### src/flash_ctl_pkg.sv
// Purpose: Shared constants and types for the flash program/erase control block
// Assumes: Byte-wide CPU bus with 16-bit addresses, one clock
// Notes:   Control register bit positions follow the register layout, MSB first
package flash_ctl_pkg;
    localparam logic [15:0] CTRL_ADDR    = 16'hFE08;
    localparam logic [15:0] PROTECT_ADDR = 16'hFF80;
    localparam logic [15:0] USER_LO      = 16'hB000;
    localparam logic [15:0] USER_HI      = 16'hFDFF;
    localparam logic [15:0] VEC_LO       = 16'hFFDC;
    localparam logic [15:0] VEC_HI       = 16'hFFFF;
    localparam logic [15:0] SPLIT_BASE   = 16'hC000;
    localparam logic [15:0] LOWER_LAST   = 16'hBFFF;
    localparam logic [15:0] REGION_MASK  = 16'hFE00;
    localparam logic [15:0] REGION_SPAN  = 16'h01FF;
    localparam logic [15:0] ROW_MASK     = 16'hFFC0;
    localparam logic [15:0] ROW_SPAN     = 16'h003F;

    localparam int SPLIT_BIT  = 14;
    localparam int ROW_LSB    = 6;
    localparam int ROW_MSB    = 14;
    localparam int PAGE_LSB   = 3;
    localparam int PAGE_BYTES = 8;

    localparam int DIV_HI_BIT  = 7;
    localparam int DIV_LO_BIT  = 6;
    localparam int SIZE_HI_BIT = 5;
    localparam int SIZE_LO_BIT = 4;
    localparam int HV_BIT      = 3;
    localparam int MARGIN_BIT  = 2;
    localparam int ERASE_BIT   = 1;
    localparam int PGM_BIT     = 0;
    localparam logic [7:0] CTRL_RESET = 8'h00;

    localparam logic [1:0] SIZE_FULL  = 2'h0;
    localparam logic [1:0] SIZE_SPLIT = 2'h1;
    localparam logic [1:0] SIZE_512   = 2'h2;
    localparam logic [1:0] SIZE_ROW   = 2'h3;

    localparam logic [1:0] DIV_BY1 = 2'h0;
    localparam logic [1:0] DIV_BY4 = 2'h3;
    localparam logic [1:0] TERM_1  = 2'h0;
    localparam logic [1:0] TERM_2  = 2'h1;
    localparam logic [1:0] TERM_4  = 2'h3;

    typedef enum logic [1:0] {SEQ_IDLE, SEQ_SELECTED, SEQ_CHECKED, SEQ_ARMED} seq_t;
endpackage

### src/pump_if.sv
// Purpose: Carries the pump divider setting and the divided pump tick
// Assumes: Both ends on CLOCK
// Notes:   None
`timescale 1ns/1ps
interface pump_if;
    logic [1:0] div_sel;
    logic       run;
    logic       tick;
    modport ctrl (output div_sel, output run, input tick);
    modport gen  (input div_sel, input run, output tick);
endinterface

### src/flash_program_erase_control.sv
// Purpose: Flash control register, address decode, erase latch and page buffer
// Assumes: CPU bus strobes and array data come from logic on CLOCK
// Notes:   Pump tick runs only while a program, erase or margin read is selected
// Operation
// Erased bits read 0; programming only ever sets bits to 1
// Rows hold eight pages of eight bytes; smallest erase is one row
// Programming gathers one page of eight bytes at a time
// Decode user array, control register, protect byte and vector space
// Rows count from B000 in steps of 64 up to row 319
// Software programs a row at most eight times between erases
// Software programs with short pulses and margin reads in a loop
// Divider code picks pump clock as bus divided by one, two or four
// Pump clock derives from the bus clock near its best rate
// Software avoids program or erase below the minimum bus rate
// Two erase-size bits, readable and writable, choose the erase region
// High voltage sets only with a selection and the sequence completed
// Margin select refused while high voltage on; cleared when it rises
// Program and erase select never both one; a dual set fails
// Program, erase and margin selects are plain read/write bits; code drops a dual set and refuses margin with high voltage on
// Software keeps the pump regulator option set above the supply threshold
// Software follows the erase order from select to final wait
// Erase address is latched; size bits choose array, half, 512 bytes or row
// All control bits reset to zero
// Losing the selection drops high voltage at once
`timescale 1ns/1ps
module flash_program_erase_control
    import flash_ctl_pkg::*;
(
    input  wire logic        CLOCK,
    input  wire logic        RST_B,
    input  wire logic [15:0] ADDR,
    input  wire logic [7:0]  WDATA,
    input  wire logic        WR_STB,
    input  wire logic        RD_STB,
    output logic      [7:0]  RDATA,
    input  wire logic [7:0]  PROTECT_VALUE,
    input  wire logic [7:0]  ARRAY_RDATA,
    output logic             ARRAY_SEL,
    output logic             HV_ON,
    output logic             PROGRAM_SEL,
    output logic             ERASE_SEL,
    output logic             MARGIN_SEL,
    output logic             PUMP_TICK,
    output logic             ERASE_VALID,
    output logic      [15:0] ERASE_BASE,
    output logic      [15:0] ERASE_LAST,
    output logic      [8:0]  ERASE_ROW,
    output logic             PAGE_VALID,
    output logic      [12:0] PAGE_ADDR,
    output logic      [63:0] PAGE_DATA
);
    import flash_ctl_pkg::*;

    function automatic logic in_array(input logic [15:0] a);
        in_array = (a >= USER_LO && a <= USER_HI) || (a >= VEC_LO && a <= VEC_HI);
    endfunction

    logic [7:0]  ctrl_r;
    logic [7:0]  ctrl_nxt;
    seq_t        seq_r;
    seq_t        seq_nxt;
    logic [7:0]  rdata_r;
    logic [7:0]  rdata_nxt;
    logic        erase_valid_r;
    logic        erase_valid_nxt;
    logic [15:0] erase_base_r;
    logic [15:0] erase_base_nxt;
    logic [15:0] erase_last_r;
    logic [15:0] erase_last_nxt;
    logic [1:0]  erase_size_r;
    logic [1:0]  erase_size_nxt;
    logic        page_valid_r;
    logic        page_valid_nxt;
    logic [12:0] page_addr_r;
    logic [12:0] page_addr_nxt;
    logic [7:0]  page_buf_r [PAGE_BYTES];
    logic [7:0]  page_buf_nxt [PAGE_BYTES];

    logic ctrl_wr;
    logic array_wr;
    logic prot_rd;
    logic pgm_n;
    logic era_n;
    logic hv_n;
    logic [1:0] size_now;

    assign ctrl_wr  = WR_STB && ADDR == CTRL_ADDR;
    assign array_wr = WR_STB && in_array(ADDR);
    assign prot_rd  = RD_STB && ADDR == PROTECT_ADDR;
    assign size_now = ctrl_r[SIZE_HI_BIT:SIZE_LO_BIT];

    // Control register
    always_comb begin
        ctrl_nxt = ctrl_r;
        pgm_n    = ctrl_r[PGM_BIT];
        era_n    = ctrl_r[ERASE_BIT];
        hv_n     = ctrl_r[HV_BIT];
        if (ctrl_wr) begin
            ctrl_nxt[DIV_HI_BIT:SIZE_LO_BIT] = WDATA[DIV_HI_BIT:SIZE_LO_BIT];
            if (!(WDATA[PGM_BIT] && WDATA[ERASE_BIT])) begin
                pgm_n = WDATA[PGM_BIT];
                era_n = WDATA[ERASE_BIT];
            end
            // Swapping the selection drops high voltage, so an erase arming never lets a program run
            hv_n = WDATA[HV_BIT] && pgm_n == ctrl_r[PGM_BIT] && (ctrl_r[HV_BIT] || seq_r == SEQ_ARMED);
            ctrl_nxt[MARGIN_BIT] = WDATA[MARGIN_BIT] && !ctrl_r[HV_BIT] && !hv_n;
        end
        hv_n = hv_n && (pgm_n || era_n);
        if (hv_n) begin
            ctrl_nxt[MARGIN_BIT] = 1'b0;
        end
        ctrl_nxt[PGM_BIT]   = pgm_n;
        ctrl_nxt[ERASE_BIT] = era_n;
        ctrl_nxt[HV_BIT]    = hv_n;
    end

    always_ff @(posedge CLOCK) begin
        if (!RST_B) begin
            ctrl_r <= CTRL_RESET;
        end else begin
            ctrl_r <= ctrl_nxt;
        end
    end

    // Sequence tracking; protect read is demanded before the erase address write
    always_comb begin
        seq_nxt = seq_r;
        if (!(pgm_n || era_n)) begin
            seq_nxt = SEQ_IDLE;
        end else if (pgm_n != ctrl_r[PGM_BIT] || era_n != ctrl_r[ERASE_BIT]) begin
            seq_nxt = SEQ_SELECTED;
        end else begin
            unique case (seq_r)
                SEQ_IDLE: seq_nxt = SEQ_SELECTED;
                SEQ_SELECTED: begin
                    if (prot_rd) begin
                        seq_nxt = SEQ_CHECKED;
                    end else if (array_wr && ctrl_r[PGM_BIT] && !ctrl_r[HV_BIT]) begin
                        seq_nxt = SEQ_ARMED;
                    end
                end
                SEQ_CHECKED: begin
                    if (array_wr && !ctrl_r[HV_BIT]) begin
                        seq_nxt = SEQ_ARMED;
                    end
                end
                SEQ_ARMED: seq_nxt = SEQ_ARMED;
            endcase
        end
    end

    always_ff @(posedge CLOCK) begin
        if (!RST_B) begin
            seq_r <= SEQ_IDLE;
        end else begin
            seq_r <= seq_nxt;
        end
    end

    // Erase address latch and region
    always_comb begin
        erase_valid_nxt = erase_valid_r && ctrl_r[ERASE_BIT];
        erase_base_nxt  = erase_base_r;
        erase_last_nxt  = erase_last_r;
        erase_size_nxt  = erase_size_r;
        if (array_wr && ctrl_r[ERASE_BIT] && !ctrl_r[HV_BIT] && seq_r == SEQ_CHECKED) begin
            erase_valid_nxt = 1'b1;
            erase_size_nxt  = size_now;
            unique case (size_now)
                SIZE_FULL: begin
                    erase_base_nxt = USER_LO;
                    erase_last_nxt = VEC_HI;
                end
                SIZE_SPLIT: begin
                    erase_base_nxt = ADDR[SPLIT_BIT] ? SPLIT_BASE : USER_LO;
                    erase_last_nxt = ADDR[SPLIT_BIT] ? VEC_HI : LOWER_LAST;
                end
                SIZE_512: begin
                    erase_base_nxt = ADDR & REGION_MASK;
                    erase_last_nxt = (ADDR & REGION_MASK) | REGION_SPAN;
                end
                SIZE_ROW: begin
                    erase_base_nxt = ADDR & ROW_MASK;
                    erase_last_nxt = (ADDR & ROW_MASK) | ROW_SPAN;
                end
            endcase
        end
    end

    always_ff @(posedge CLOCK) begin
        if (!RST_B) begin
            erase_valid_r <= 1'b0;
            erase_base_r  <= 16'h0000;
            erase_last_r  <= 16'h0000;
            erase_size_r  <= SIZE_FULL;
        end else begin
            erase_valid_r <= erase_valid_nxt;
            erase_base_r  <= erase_base_nxt;
            erase_last_r  <= erase_last_nxt;
            erase_size_r  <= erase_size_nxt;
        end
    end

    // Page buffer; writes to another page are dropped until deselect
    always_comb begin
        page_valid_nxt = page_valid_r && ctrl_r[PGM_BIT];
        page_addr_nxt  = page_addr_r;
        for (int i = 0; i < PAGE_BYTES; i++) begin
            page_buf_nxt[i] = ctrl_r[PGM_BIT] ? page_buf_r[i] : 8'h00;
        end
        if (array_wr && ctrl_r[PGM_BIT] && !ctrl_r[HV_BIT]) begin
            if (!page_valid_r) begin
                page_valid_nxt = 1'b1;
                page_addr_nxt  = ADDR[15:PAGE_LSB];
                page_buf_nxt[ADDR[PAGE_LSB-1:0]] = WDATA;
            end else if (ADDR[15:PAGE_LSB] == page_addr_r) begin
                // Programming cannot clear a bit, so repeated writes accumulate ones
                page_buf_nxt[ADDR[PAGE_LSB-1:0]] = page_buf_r[ADDR[PAGE_LSB-1:0]] | WDATA;
            end
        end
    end

    always_ff @(posedge CLOCK) begin
        if (!RST_B) begin
            page_valid_r <= 1'b0;
            page_addr_r  <= 13'h0000;
            for (int i = 0; i < PAGE_BYTES; i++) begin
                page_buf_r[i] <= 8'h00;
            end
        end else begin
            page_valid_r <= page_valid_nxt;
            page_addr_r  <= page_addr_nxt;
            for (int i = 0; i < PAGE_BYTES; i++) begin
                page_buf_r[i] <= page_buf_nxt[i];
            end
        end
    end

    // Read data
    always_comb begin
        rdata_nxt = rdata_r;
        if (RD_STB) begin
            if (ADDR == CTRL_ADDR) begin
                rdata_nxt = ctrl_r;
            end else if (ADDR == PROTECT_ADDR) begin
                rdata_nxt = PROTECT_VALUE;
            end else if (in_array(ADDR)) begin
                rdata_nxt = ARRAY_RDATA;
            end else begin
                rdata_nxt = 8'h00;
            end
        end
    end

    always_ff @(posedge CLOCK) begin
        if (!RST_B) begin
            rdata_r <= 8'h00;
        end else begin
            rdata_r <= rdata_nxt;
        end
    end

    pump_if pif ();
    assign pif.div_sel = ctrl_r[DIV_HI_BIT:DIV_LO_BIT];
    assign pif.run     = ctrl_r[PGM_BIT] || ctrl_r[ERASE_BIT] || ctrl_r[MARGIN_BIT];

    pump_clock_divider u_div (
        .CLOCK (CLOCK),
        .RST_B (RST_B),
        .pif   (pif.gen)
    );

    genvar g;
    generate
        for (g = 0; g < PAGE_BYTES; g++) begin : g_page
            assign PAGE_DATA[g*8 +: 8] = page_buf_r[g];
        end
    endgenerate

    assign RDATA       = rdata_r;
    assign ARRAY_SEL   = (WR_STB || RD_STB) && in_array(ADDR);
    assign HV_ON       = ctrl_r[HV_BIT];
    assign PROGRAM_SEL = ctrl_r[PGM_BIT];
    assign ERASE_SEL   = ctrl_r[ERASE_BIT];
    assign MARGIN_SEL  = ctrl_r[MARGIN_BIT];
    assign PUMP_TICK   = pif.tick;
    assign ERASE_VALID = erase_valid_r;
    assign ERASE_BASE  = erase_base_r;
    assign ERASE_LAST  = erase_last_r;
    assign ERASE_ROW   = 9'((erase_base_r - USER_LO) >> ROW_LSB);
    assign PAGE_VALID  = page_valid_r;
    assign PAGE_ADDR   = page_addr_r;

    a_hv_needs_select: assert property (@(posedge CLOCK) disable iff (!RST_B)
        HV_ON |-> (PROGRAM_SEL || ERASE_SEL))
        else $error("high voltage on without a selection");

    a_select_interlock: assert property (@(posedge CLOCK) disable iff (!RST_B)
        ctrl_wr && WDATA[PGM_BIT] && WDATA[ERASE_BIT] |=> !(PROGRAM_SEL && ERASE_SEL) && $stable(ERASE_SEL))
        else $error("dual select write took effect");

    a_hv_rise_armed: assert property (@(posedge CLOCK) disable iff (!RST_B)
        $rose(HV_ON) |-> $past(seq_r) == SEQ_ARMED && $stable(PROGRAM_SEL))
        else $error("high voltage rose before sequence complete");

    a_margin_hv_excl: assert property (@(posedge CLOCK) disable iff (!RST_B)
        HV_ON |-> !MARGIN_SEL)
        else $error("margin select set while high voltage on");

    a_ctrl_readback: assert property (@(posedge CLOCK) disable iff (!RST_B)
        ctrl_wr |=> ctrl_r[DIV_HI_BIT:SIZE_LO_BIT] == $past(WDATA[DIV_HI_BIT:SIZE_LO_BIT]))
        else $error("divider or size bits not stored");

    a_read_ctrl: assert property (@(posedge CLOCK) disable iff (!RST_B)
        RD_STB && ADDR == CTRL_ADDR |=> RDATA == $past(ctrl_r))
        else $error("control register read wrong");

    a_row_erase_span: assert property (@(posedge CLOCK) disable iff (!RST_B)
        ERASE_VALID && erase_size_r == SIZE_ROW |-> ERASE_LAST - ERASE_BASE == ROW_SPAN)
        else $error("row erase span not 64 bytes");

    a_row_number: assert property (@(posedge CLOCK) disable iff (!RST_B)
        $rose(ERASE_VALID) && erase_size_r == SIZE_ROW |-> ERASE_ROW == erase_base_r[ROW_MSB:ROW_LSB] - 9'h0C0)
        else $error("row number wrong");

    a_page_held: assert property (@(posedge CLOCK) disable iff (!RST_B)
        page_valid_r ##1 page_valid_r |-> $stable(page_addr_r))
        else $error("page address moved while page open");

    a_reset_clear: assert property (@(posedge CLOCK) disable iff (!RST_B)
        $rose(RST_B) |-> ctrl_r == CTRL_RESET && !HV_ON)
        else $error("control bits not clear after reset");
endmodule

### src/pump_clock_divider.sv
// Purpose: Divides the bus clock into a one-cycle pump enable
// Assumes: Setting stable while running
// Notes:   Codes 01 and 10 both divide by two
`timescale 1ns/1ps
module pump_clock_divider
    import flash_ctl_pkg::*;
(
    input  wire logic CLOCK,
    input  wire logic RST_B,
    pump_if.gen       pif
);
    logic [1:0] count_r;
    logic [1:0] count_nxt;
    logic       tick_r;
    logic       tick_nxt;

    function automatic logic [1:0] term_of(input logic [1:0] sel);
        unique case (sel)
            DIV_BY1: term_of = TERM_1;
            DIV_BY4: term_of = TERM_4;
            default: term_of = TERM_2;
        endcase
    endfunction

    always_comb begin
        count_nxt = 2'h0;
        tick_nxt  = 1'b0;
        if (pif.run) begin
            if (count_r >= term_of(pif.div_sel)) begin
                tick_nxt = 1'b1;
            end else begin
                count_nxt = count_r + 2'h1;
            end
        end
    end

    always_ff @(posedge CLOCK) begin
        if (!RST_B) begin
            count_r <= 2'h0;
            tick_r  <= 1'b0;
        end else begin
            count_r <= count_nxt;
            tick_r  <= tick_nxt;
        end
    end

    assign pif.tick = tick_r;

    a_div_by_four: assert property (@(posedge CLOCK) disable iff (!RST_B)
        (pif.run && pif.div_sel == DIV_BY4 && tick_r)[*1] ##1 (pif.run && pif.div_sel == DIV_BY4)[*3]
        |-> !tick_r[*1] ##0 $past(tick_r, 1) == 1'b0)
        else $error("pump tick spacing wrong for divide by four");
endmodule

### config.mk
export PLATFORM = sky130hd
export DESIGN_NAME = flash_program_erase_control
export DESIGN_NICKNAME = d
export VERILOG_FILES = /design/src/flash_ctl_pkg.sv /design/src/pump_if.sv /design/src/flash_program_erase_control.sv /design/src/pump_clock_divider.sv
export SDC_FILE = /design/constraint.sdc
export NUM_CORES = 1
export LEC_CHECK = 0
export BUFFER_PORTS_ARGS = -buffer_cell sky130_fd_sc_hd__buf_2
export CAP_MARGIN = 15
export CORE_UTILIZATION = 45
export CTS_CLUSTER_DIAMETER = 150
export DETAILED_ROUTE_END_ITERATION = 10
export HOLD_SLACK_MARGIN = 0.08
export PLACE_DENSITY = 0.68
export SYNTH_ARGS = -nofsm -noshare
export SYNTH_HDL_FRONTEND = slang
export SYNTH_SLANG_ARGS = --single-unit
export TNS_END_PERCENT = 5
### constraint.sdc
create_clock -name CLOCK -period 2.2 [get_ports CLOCK]
set_input_delay 0.33 -clock CLOCK [delete_from_list [all_inputs] [get_ports CLOCK]]
set_output_delay 0.33 -clock CLOCK [all_outputs]
set_load 0.05 [all_outputs]
==> results of run 1 <==
final cells by class:
class | count | area (µm²) | area share [%]
sequential | 120 | 2400 | 26.8
multi-input combinational | 576 | 3940 | 44.0
clock inverter | 8 | 143 | 1.59
clock buffer | 24 | 482 | 5.38
inverter | 31 | 116 | 1.30
tap | 184 | 230 | 2.57
timing repair buffer | 263 | 1650 | 18.4
placed cells by master (no fill, tap or decap), types with 7 or more instances in the layout:
master and instances:
buf_2 171, nand3b_1 8, nand4_1 8, o21ai_0 29, buf_12 8, clkbuf_16 17
xnor2_1 15, nor3_1 14, a211oi_1 26, nand2b_1 10, nor2_1 41, a311oi_1 13
nand3_1 43, o21a_1 7, o221ai_1 18, nor2b_1 8, mux2_2 9, o31ai_1 16
or2_2 11, a22oi_1 11, o211ai_1 7, nand2_1 79, a21oi_1 27, a31oi_1 15
a21boi_0 11, and3_1 7, buf_4 84, dfxtp_1 118, inv_1 30, mux2i_1 43
registers in the layout, indices dropped and copies added, names as in the netlist:
name            flops
PAGE_ADDR          13
page_buf_r         64
ERASE_LAST         11
u_div.pif.tick      1
PAGE_VALID          1
RDATA               8
seq_r               2
ERASE_BASE          9
ctrl_r              8
u_div.count_r       2
ERASE_VALID         1
path summary, 6_finish.rpt:
path | start | endpoint | cells after the start
hold / removal | ADDR[13] | PAGE_ADDR[10] | 3
hold reg to reg | u_div.count_r[0] | u_div.count_r[0] | 1
setup reg to reg | PAGE_ADDR[0] | page_buf_r[5][4] | 8
setup / recovery | PAGE_ADDR[0] | page_buf_r[5][4] | 8
power by group:
group          total (W)  internal, W  switching (W)
clock            0.00301      0.00198        0.00103
sequential       0.00219      0.00218     0.00000468
combinational   0.000506     0.000184       0.000323
total            0.00570      0.00434        0.00136
critical path, stage by stage (launching register included):
cell	delay [ns]
dfxtp_1	0.33
xnor2_1	0.21
nand4_1	0.15
buf_4	0.19
nor4_4	0.19
buf_4	0.23
buf_4	0.26
o31ai_1	0.10
a311oi_1	0.26
stage by stage:
| step | cell area [µm²] | setup slack (ns) |
|---|---|---|
| 2_1_floorplan | 6870 | 0.0230 |
| 3_3_place_gp | 8330 | -0.114 |
| 3_5_place_dp | 8330 | -0.135 |
| 4_1_cts | 8960 | 0.183 |
| 5_1_grt | 8960 | 0.0195 |
| 6_report | 8960 | 0.169 |
cell usage after synthesis, drive strengths merged, types with 12 or more instances:
| library cell | number | area (µm²) |
|---|---|---|
| o21ai | 32 | 160 |
| a31oi | 15 | 93.8 |
| mux2i | 43 | 430 |
| dfxtp | 120 | 2400 |
| nor3 | 15 | 80.1 |
| a211oi | 27 | 215 |
| o31ai | 16 | 120 |
| a21oi | 27 | 135 |
| inv | 31 | 116 |
| nand2 | 80 | 303 |
| or2 | 12 | 75.1 |
| nor2 | 41 | 154 |
| xnor2 | 15 | 131 |
| clkbuf | 42 | 158 |
| nand3 | 44 | 225 |
| buf | 43 | 263 |
| o221ai | 18 | 158 |
| a311oi | 13 | 114 |
cells by family after synthesis:
logic type               Yosys count
buffers and inverters            116
AO/OA/AOI/OAI                    225
XOR/XNOR                          15
flip-flops                       120
AND/OR/NAND/NOR                  273
multiplexers                      54
other                              1
adder cells (fa/ha/maj)            3
metal layers:
metal	wire [µm]	global-route usage (%)
met5	0	0
met4	862	14.4
met3	2410	7.53
met2	10900	48.4
met1	9720	38.8
==> impl_metrics.py, run 1 <==
metrics = {
    "yosys": {
        "synth_fa_ha_area_share_pct": 0.548,
        "synth-compound-area-share_pct": 24.2,
        "synth_cells": 807,
        "synth-simple-area-share_pct": 22.1,
        "ys_async_sr_fraction_pct": 0,
        "synth_edf_count": 0,
        "synthMuxAreaShare_pct": 8.26,
        "postSynthAreaPerCell_um2": 8.48,
        "synth_top_family_by_area": "compound AO/OA/AOI/OAI gates",
        "synth_xor_area_share_pct": 1.92,
        "yosysSeqAreaShare_pct": 35.1,
        "yosys_register_bits": 120,
        "ys_types": 79,
        "synth-main-ff-cell": "dfxtp_1",
        "syn-cell-area_mm2": 0.00685,
        "synth_warnings": 0,
    },
    "clocking": {
        "htreeDepth": 4,
        "cts_buffers": 17,
        "clock_latency_ns": 0.43,
        "cts_resized": 0,
        "clockBufferDepth": 2,
        "clock-root-buffer": "clkbuf_16",
        "clkSinkCount": 120,
        "postCtsHoldBufs": 0,
        "post-cts-setup-buffers": 1,
        "cts_tree": "yes",
        "clk_pin_slew_ns": 0.06,
    },
    "final_layout": {
        "antenna_cells": 0,
        "fillers": 1310,
        "finalNonFillerCells": 1206,
        "drive_above_1_share_pct": 32.6,
        "nets": 1056,
        "post-route-util_pct": 61.0,
        "syn_to_final_growth_pct": 30.9,
    },
    "drt": {
        "wl_um": 23900,
        "num_vias": 7328,
        "drc": 11,
        "final_antenna_net_count": 0,
        "vias_per_cell": 6.08,
        "first_pass_iters": 8,
        "drt_iter0_markers": 800,
        "routedWlPerCell_um": 19.8,
    },
    "global_routing": {
        "antenna_found_initial": 0,
        "grt-ovfl-total": 0,
        "grt_pass1_vias": 6833,
        "grt_max_degree": 55,
        "grt_pass1_wl_um": 37200,
        "grt.total_usage_pct": 30.5,
    },
    "floorplanning": {
        "start_util_pct": 46.6,
        "io_pins": 178,
        "die_w_um": 125,
        "dieArea_mm2": 0.0157,
        "core_area_mm2": 0.0147,
        "die_height_um": 125,
        "rows": 44,
    },
    "pwr": {
        "leakagePower_nw": 3.63,
        "ir_drop_mv": 0.545,
        "power.total_w": 0.00570,
        "power.density_mw_per_mm2": 636,
    },
    "sta": {
        "grt_setup_unrepaired": "false",
        "max_freq_mhz": 492,
        "final.setup_skew_ns": 0.0102,
        "timing.final.crit_share_pct": 92.3,
        "holdWs_ns": 0.188,
        "tns_ns": 0,
        "tightest_slew_ns": 1.10,
        "max-slew-margin-rel_pct": 26.2,
        "hold_viol": 0,
        "slew_viol_final": 0,
        "setup_viol": 0,
        "period_minus_slack_ns": 2.03,
    },
    "place": {
        "finalWeightedCongestion": 0.955,
        "numPortBuffers": 171,
        "place_inst": 1173,
        "hpwl_um": 17200,
    },
    "setup_path": {
        "critPathLaunchType": "register",
        "cp-end-kind": "register",
        "crit_type": "reg2reg",
        "ff2ff_setup_slack_ns": 0.17,
        "crit_arrival_ns": 2.36,
        "cp.required_ns": 2.53,
        "worstPathMaxFanout": 16,
    },
    "min_path": {
        "hold_class": "in2reg",
    },
    "run": {
        "maxCapViolations": 0,
    },
    "run_status": {
        "status": "finished with violations",
        "violations": "DRC",
    },
}
Note: power is estimated with default switching activity, not from simulation.
==> run 2, diff against run 1 <==
--- a/config.mk
+++ b/config.mk
@@ -8,6 +8,7 @@
 export BUFFER_PORTS_ARGS = -buffer_cell sky130_fd_sc_hd__buf_2
 export CAP_MARGIN = 15
 export CORE_UTILIZATION = 45
+export CTS_BUF_LIST = sky130_fd_sc_hd__clkbuf_8 sky130_fd_sc_hd__clkbuf_16
 export CTS_CLUSTER_DIAMETER = 150
 export DETAILED_ROUTE_END_ITERATION = 10
 export HOLD_SLACK_MARGIN = 0.08
==> impl_metrics.py, run 2 (synthesis gave the netlist of run 1 again) <==
metrics = {
    "setup_path": {
        "critPathLaunchType": "register",
        "cp.required_ns": 2.45,
        "crit_arrival_ns": 2.27,
        "crit_slowest_cell": "or4_1",
        "worstPathCellList": "xnor2_1 > nand2_1 > or4_1 > buf_4 > o31ai_1 > a211oi_1",
        "cp-end-kind": "register",
        "crit_type": "reg2reg",
        "slowest_delay_ns": 0.55,
        "worstPathMaxFanout": 8,
    },
    "drt": {
        "final_antenna_net_count": 0,
        "top_layer": "met4",
        "wl_um": 23900,
        "routedWlPerCell_um": 19.8,
        "vias_per_cell": 6.06,
        "drc": 9,
        "dr_wl_met2_um": 10900,
        "first_pass_iters": 9,
        "routed-wl-met3_um": 2310,
        "drt_iter0_markers": 794,
        "wl_met1_um": 9840,
        "num_vias": 7314,
    },
    "pwr": {
        "leakagePower_nw": 3.64,
        "switchingPower_w": 0.00135,
        "ir_drop_mv": 0.540,
        "switching_share_pct": 23.8,
        "p_seq_share_pct": 38.5,
        "pwr-share-clk_pct": 52.6,
        "p_int_w": 0.00433,
        "power.density_mw_per_mm2": 634,
        "p_comb_share_pct": 8.9,
        "power.total_w": 0.00568,
    },
    "run_status": {
        "violations": "DRC",
        "status": "finished with violations",
    },
    "clocking": {
        "htreeDepth": 4,
        "post-cts-setup-buffers": 1,
        "clk_pin_slew_ns": 0.06,
        "cts_buffers": 17,
        "clock-root-buffer": "clkbuf_16",
        "clkSinkCount": 120,
        "clockBufferDepth": 2,
        "cts_resized": 0,
        "cts_tree": "yes",
        "clock_latency_ns": 0.43,
        "postCtsHoldBufs": 0,
    },
    "global_routing": {
        "grt_max_degree": 55,
        "grt_pass1_vias": 6833,
        "grt.total_usage_pct": 30.5,
        "grt-ovfl-total": 0,
        "antenna_found_initial": 0,
        "grt_pass1_wl_um": 37200,
    },
    "final_layout": {
        "post-route-util_pct": 61.0,
        "largest_reg_flops": 64,
        "final_common_cell": "buf_2",
        "antenna_cells": 0,
        "layout_common_cells": "171 x buf_2, 118 x dfxtp_1, 84 x buf_4, 79 x nand2_1",
        "drive_above_1_share_pct": 32.6,
        "syn_to_final_growth_pct": 30.9,
        "nets": 1056,
        "regMostFlops": "page_buf_r",
    },
    "floorplanning": {
        "die_w_um": 125,
        "io_pins": 178,
        "dieArea_mm2": 0.0157,
        "die_height_um": 125,
        "start_util_pct": 46.6,
        "rows": 44,
        "core_area_mm2": 0.0147,
    },
    "sta": {
        "slew_viol_final": 0,
        "tightest_slew_ns": 1.10,
        "timing.final.crit_share_pct": 91.8,
        "final.setup_skew_ns": 0.00902,
        "setup_viol": 0,
        "hold_viol": 0,
        "grt_setup_unrepaired": "false",
        "period_minus_slack_ns": 2.02,
        "max-slew-margin-rel_pct": 26.1,
        "max_freq_mhz": 495,
    },
    "run": {
        "maxCapViolations": 0,
    },
    "min_path": {
        "hold_class": "in2reg",
    },
    "place": {
        "hpwl_um": 17200,
        "numPortBuffers": 171,
        "finalWeightedCongestion": 0.955,
    },
}
run 2: changes by cell type in the layout (fill, tap and decap cells not counted), sizes merged:
cell    previous run  this run
clkbuf            24        20
inv               31        35
run 2: routing by layer:
metal / vias to the layer above / track usage, %
li1: 3389 / -
met1: 3447 / 38.8
met2: 411 / 48.4
met3: 67 / 7.53
met4: 0 / 14.4
met5: - / 0
run 2: path summary, 6_finish.rpt:
check	slack (ns)	startpoint	cells after the start	to
min reg2reg	0.46	u_div.count_r[0]	1	u_div.count_r[0]
max reg2reg	0.18	PAGE_ADDR[6]	6	page_buf_r[1][1]
max	0.18	PAGE_ADDR[6]	6	page_buf_r[1][1]
min	0.19	ADDR[13]	3	PAGE_ADDR[10]
run 2: critical path, delay by kind of cell, from the launching register on:
family	cells	cell delay (ns)
xor+xnor	1	0.23
simple gates	2	0.71
buf+inv	1	0.20
compound gates	2	0.36
flops	1	0.34
run 2: layout make-up:
cell class | count | area, µm²
Clock buffer | 20 | 467
Clock inverter | 12 | 158
Fill cell | 1310 | 5740
Inverter | 31 | 116
Multi-Input combinational cell | 576 | 3940
Sequential cell | 120 | 2400
Tap cell | 184 | 230
Timing Repair Buffer | 263 | 1650
run 2: power groups by stage:
stage / logic (W) / clock network (W) / registers [W]
3_5_place_dp: 0.000491 / 0 / 0.00223
5_1_grt: 0.000529 / 0.00310 / 0.00219
4_1_cts: 0.000494 / 0.00301 / 0.00219
2_1_floorplan: 0.000243 / 0 / 0.00226
3_3_place_gp: 0.000491 / 0 / 0.00223
6_report: 0.000506 / 0.00299 / 0.00219
run 2: per-stage QoR:
stage / worst slack, ns / cell area [µm²] / TNS, ns / instances / hold WS [ns]
2_1_floorplan: 0.0230 / 6870 / 0 / 812 / 0.425
3_3_place_gp: -0.114 / 8330 / -1.42 / 1173 / 0.441
3_5_place_dp: -0.135 / 8330 / -1.86 / 1173 / 0.448
4_1_cts: 0.183 / 8960 / 0 / 1206 / 0.179
5_1_grt: 0.0195 / 8960 / 0 / 1206 / 0.201
6_report: 0.181 / 8960 / 0 / 1206 / 0.190
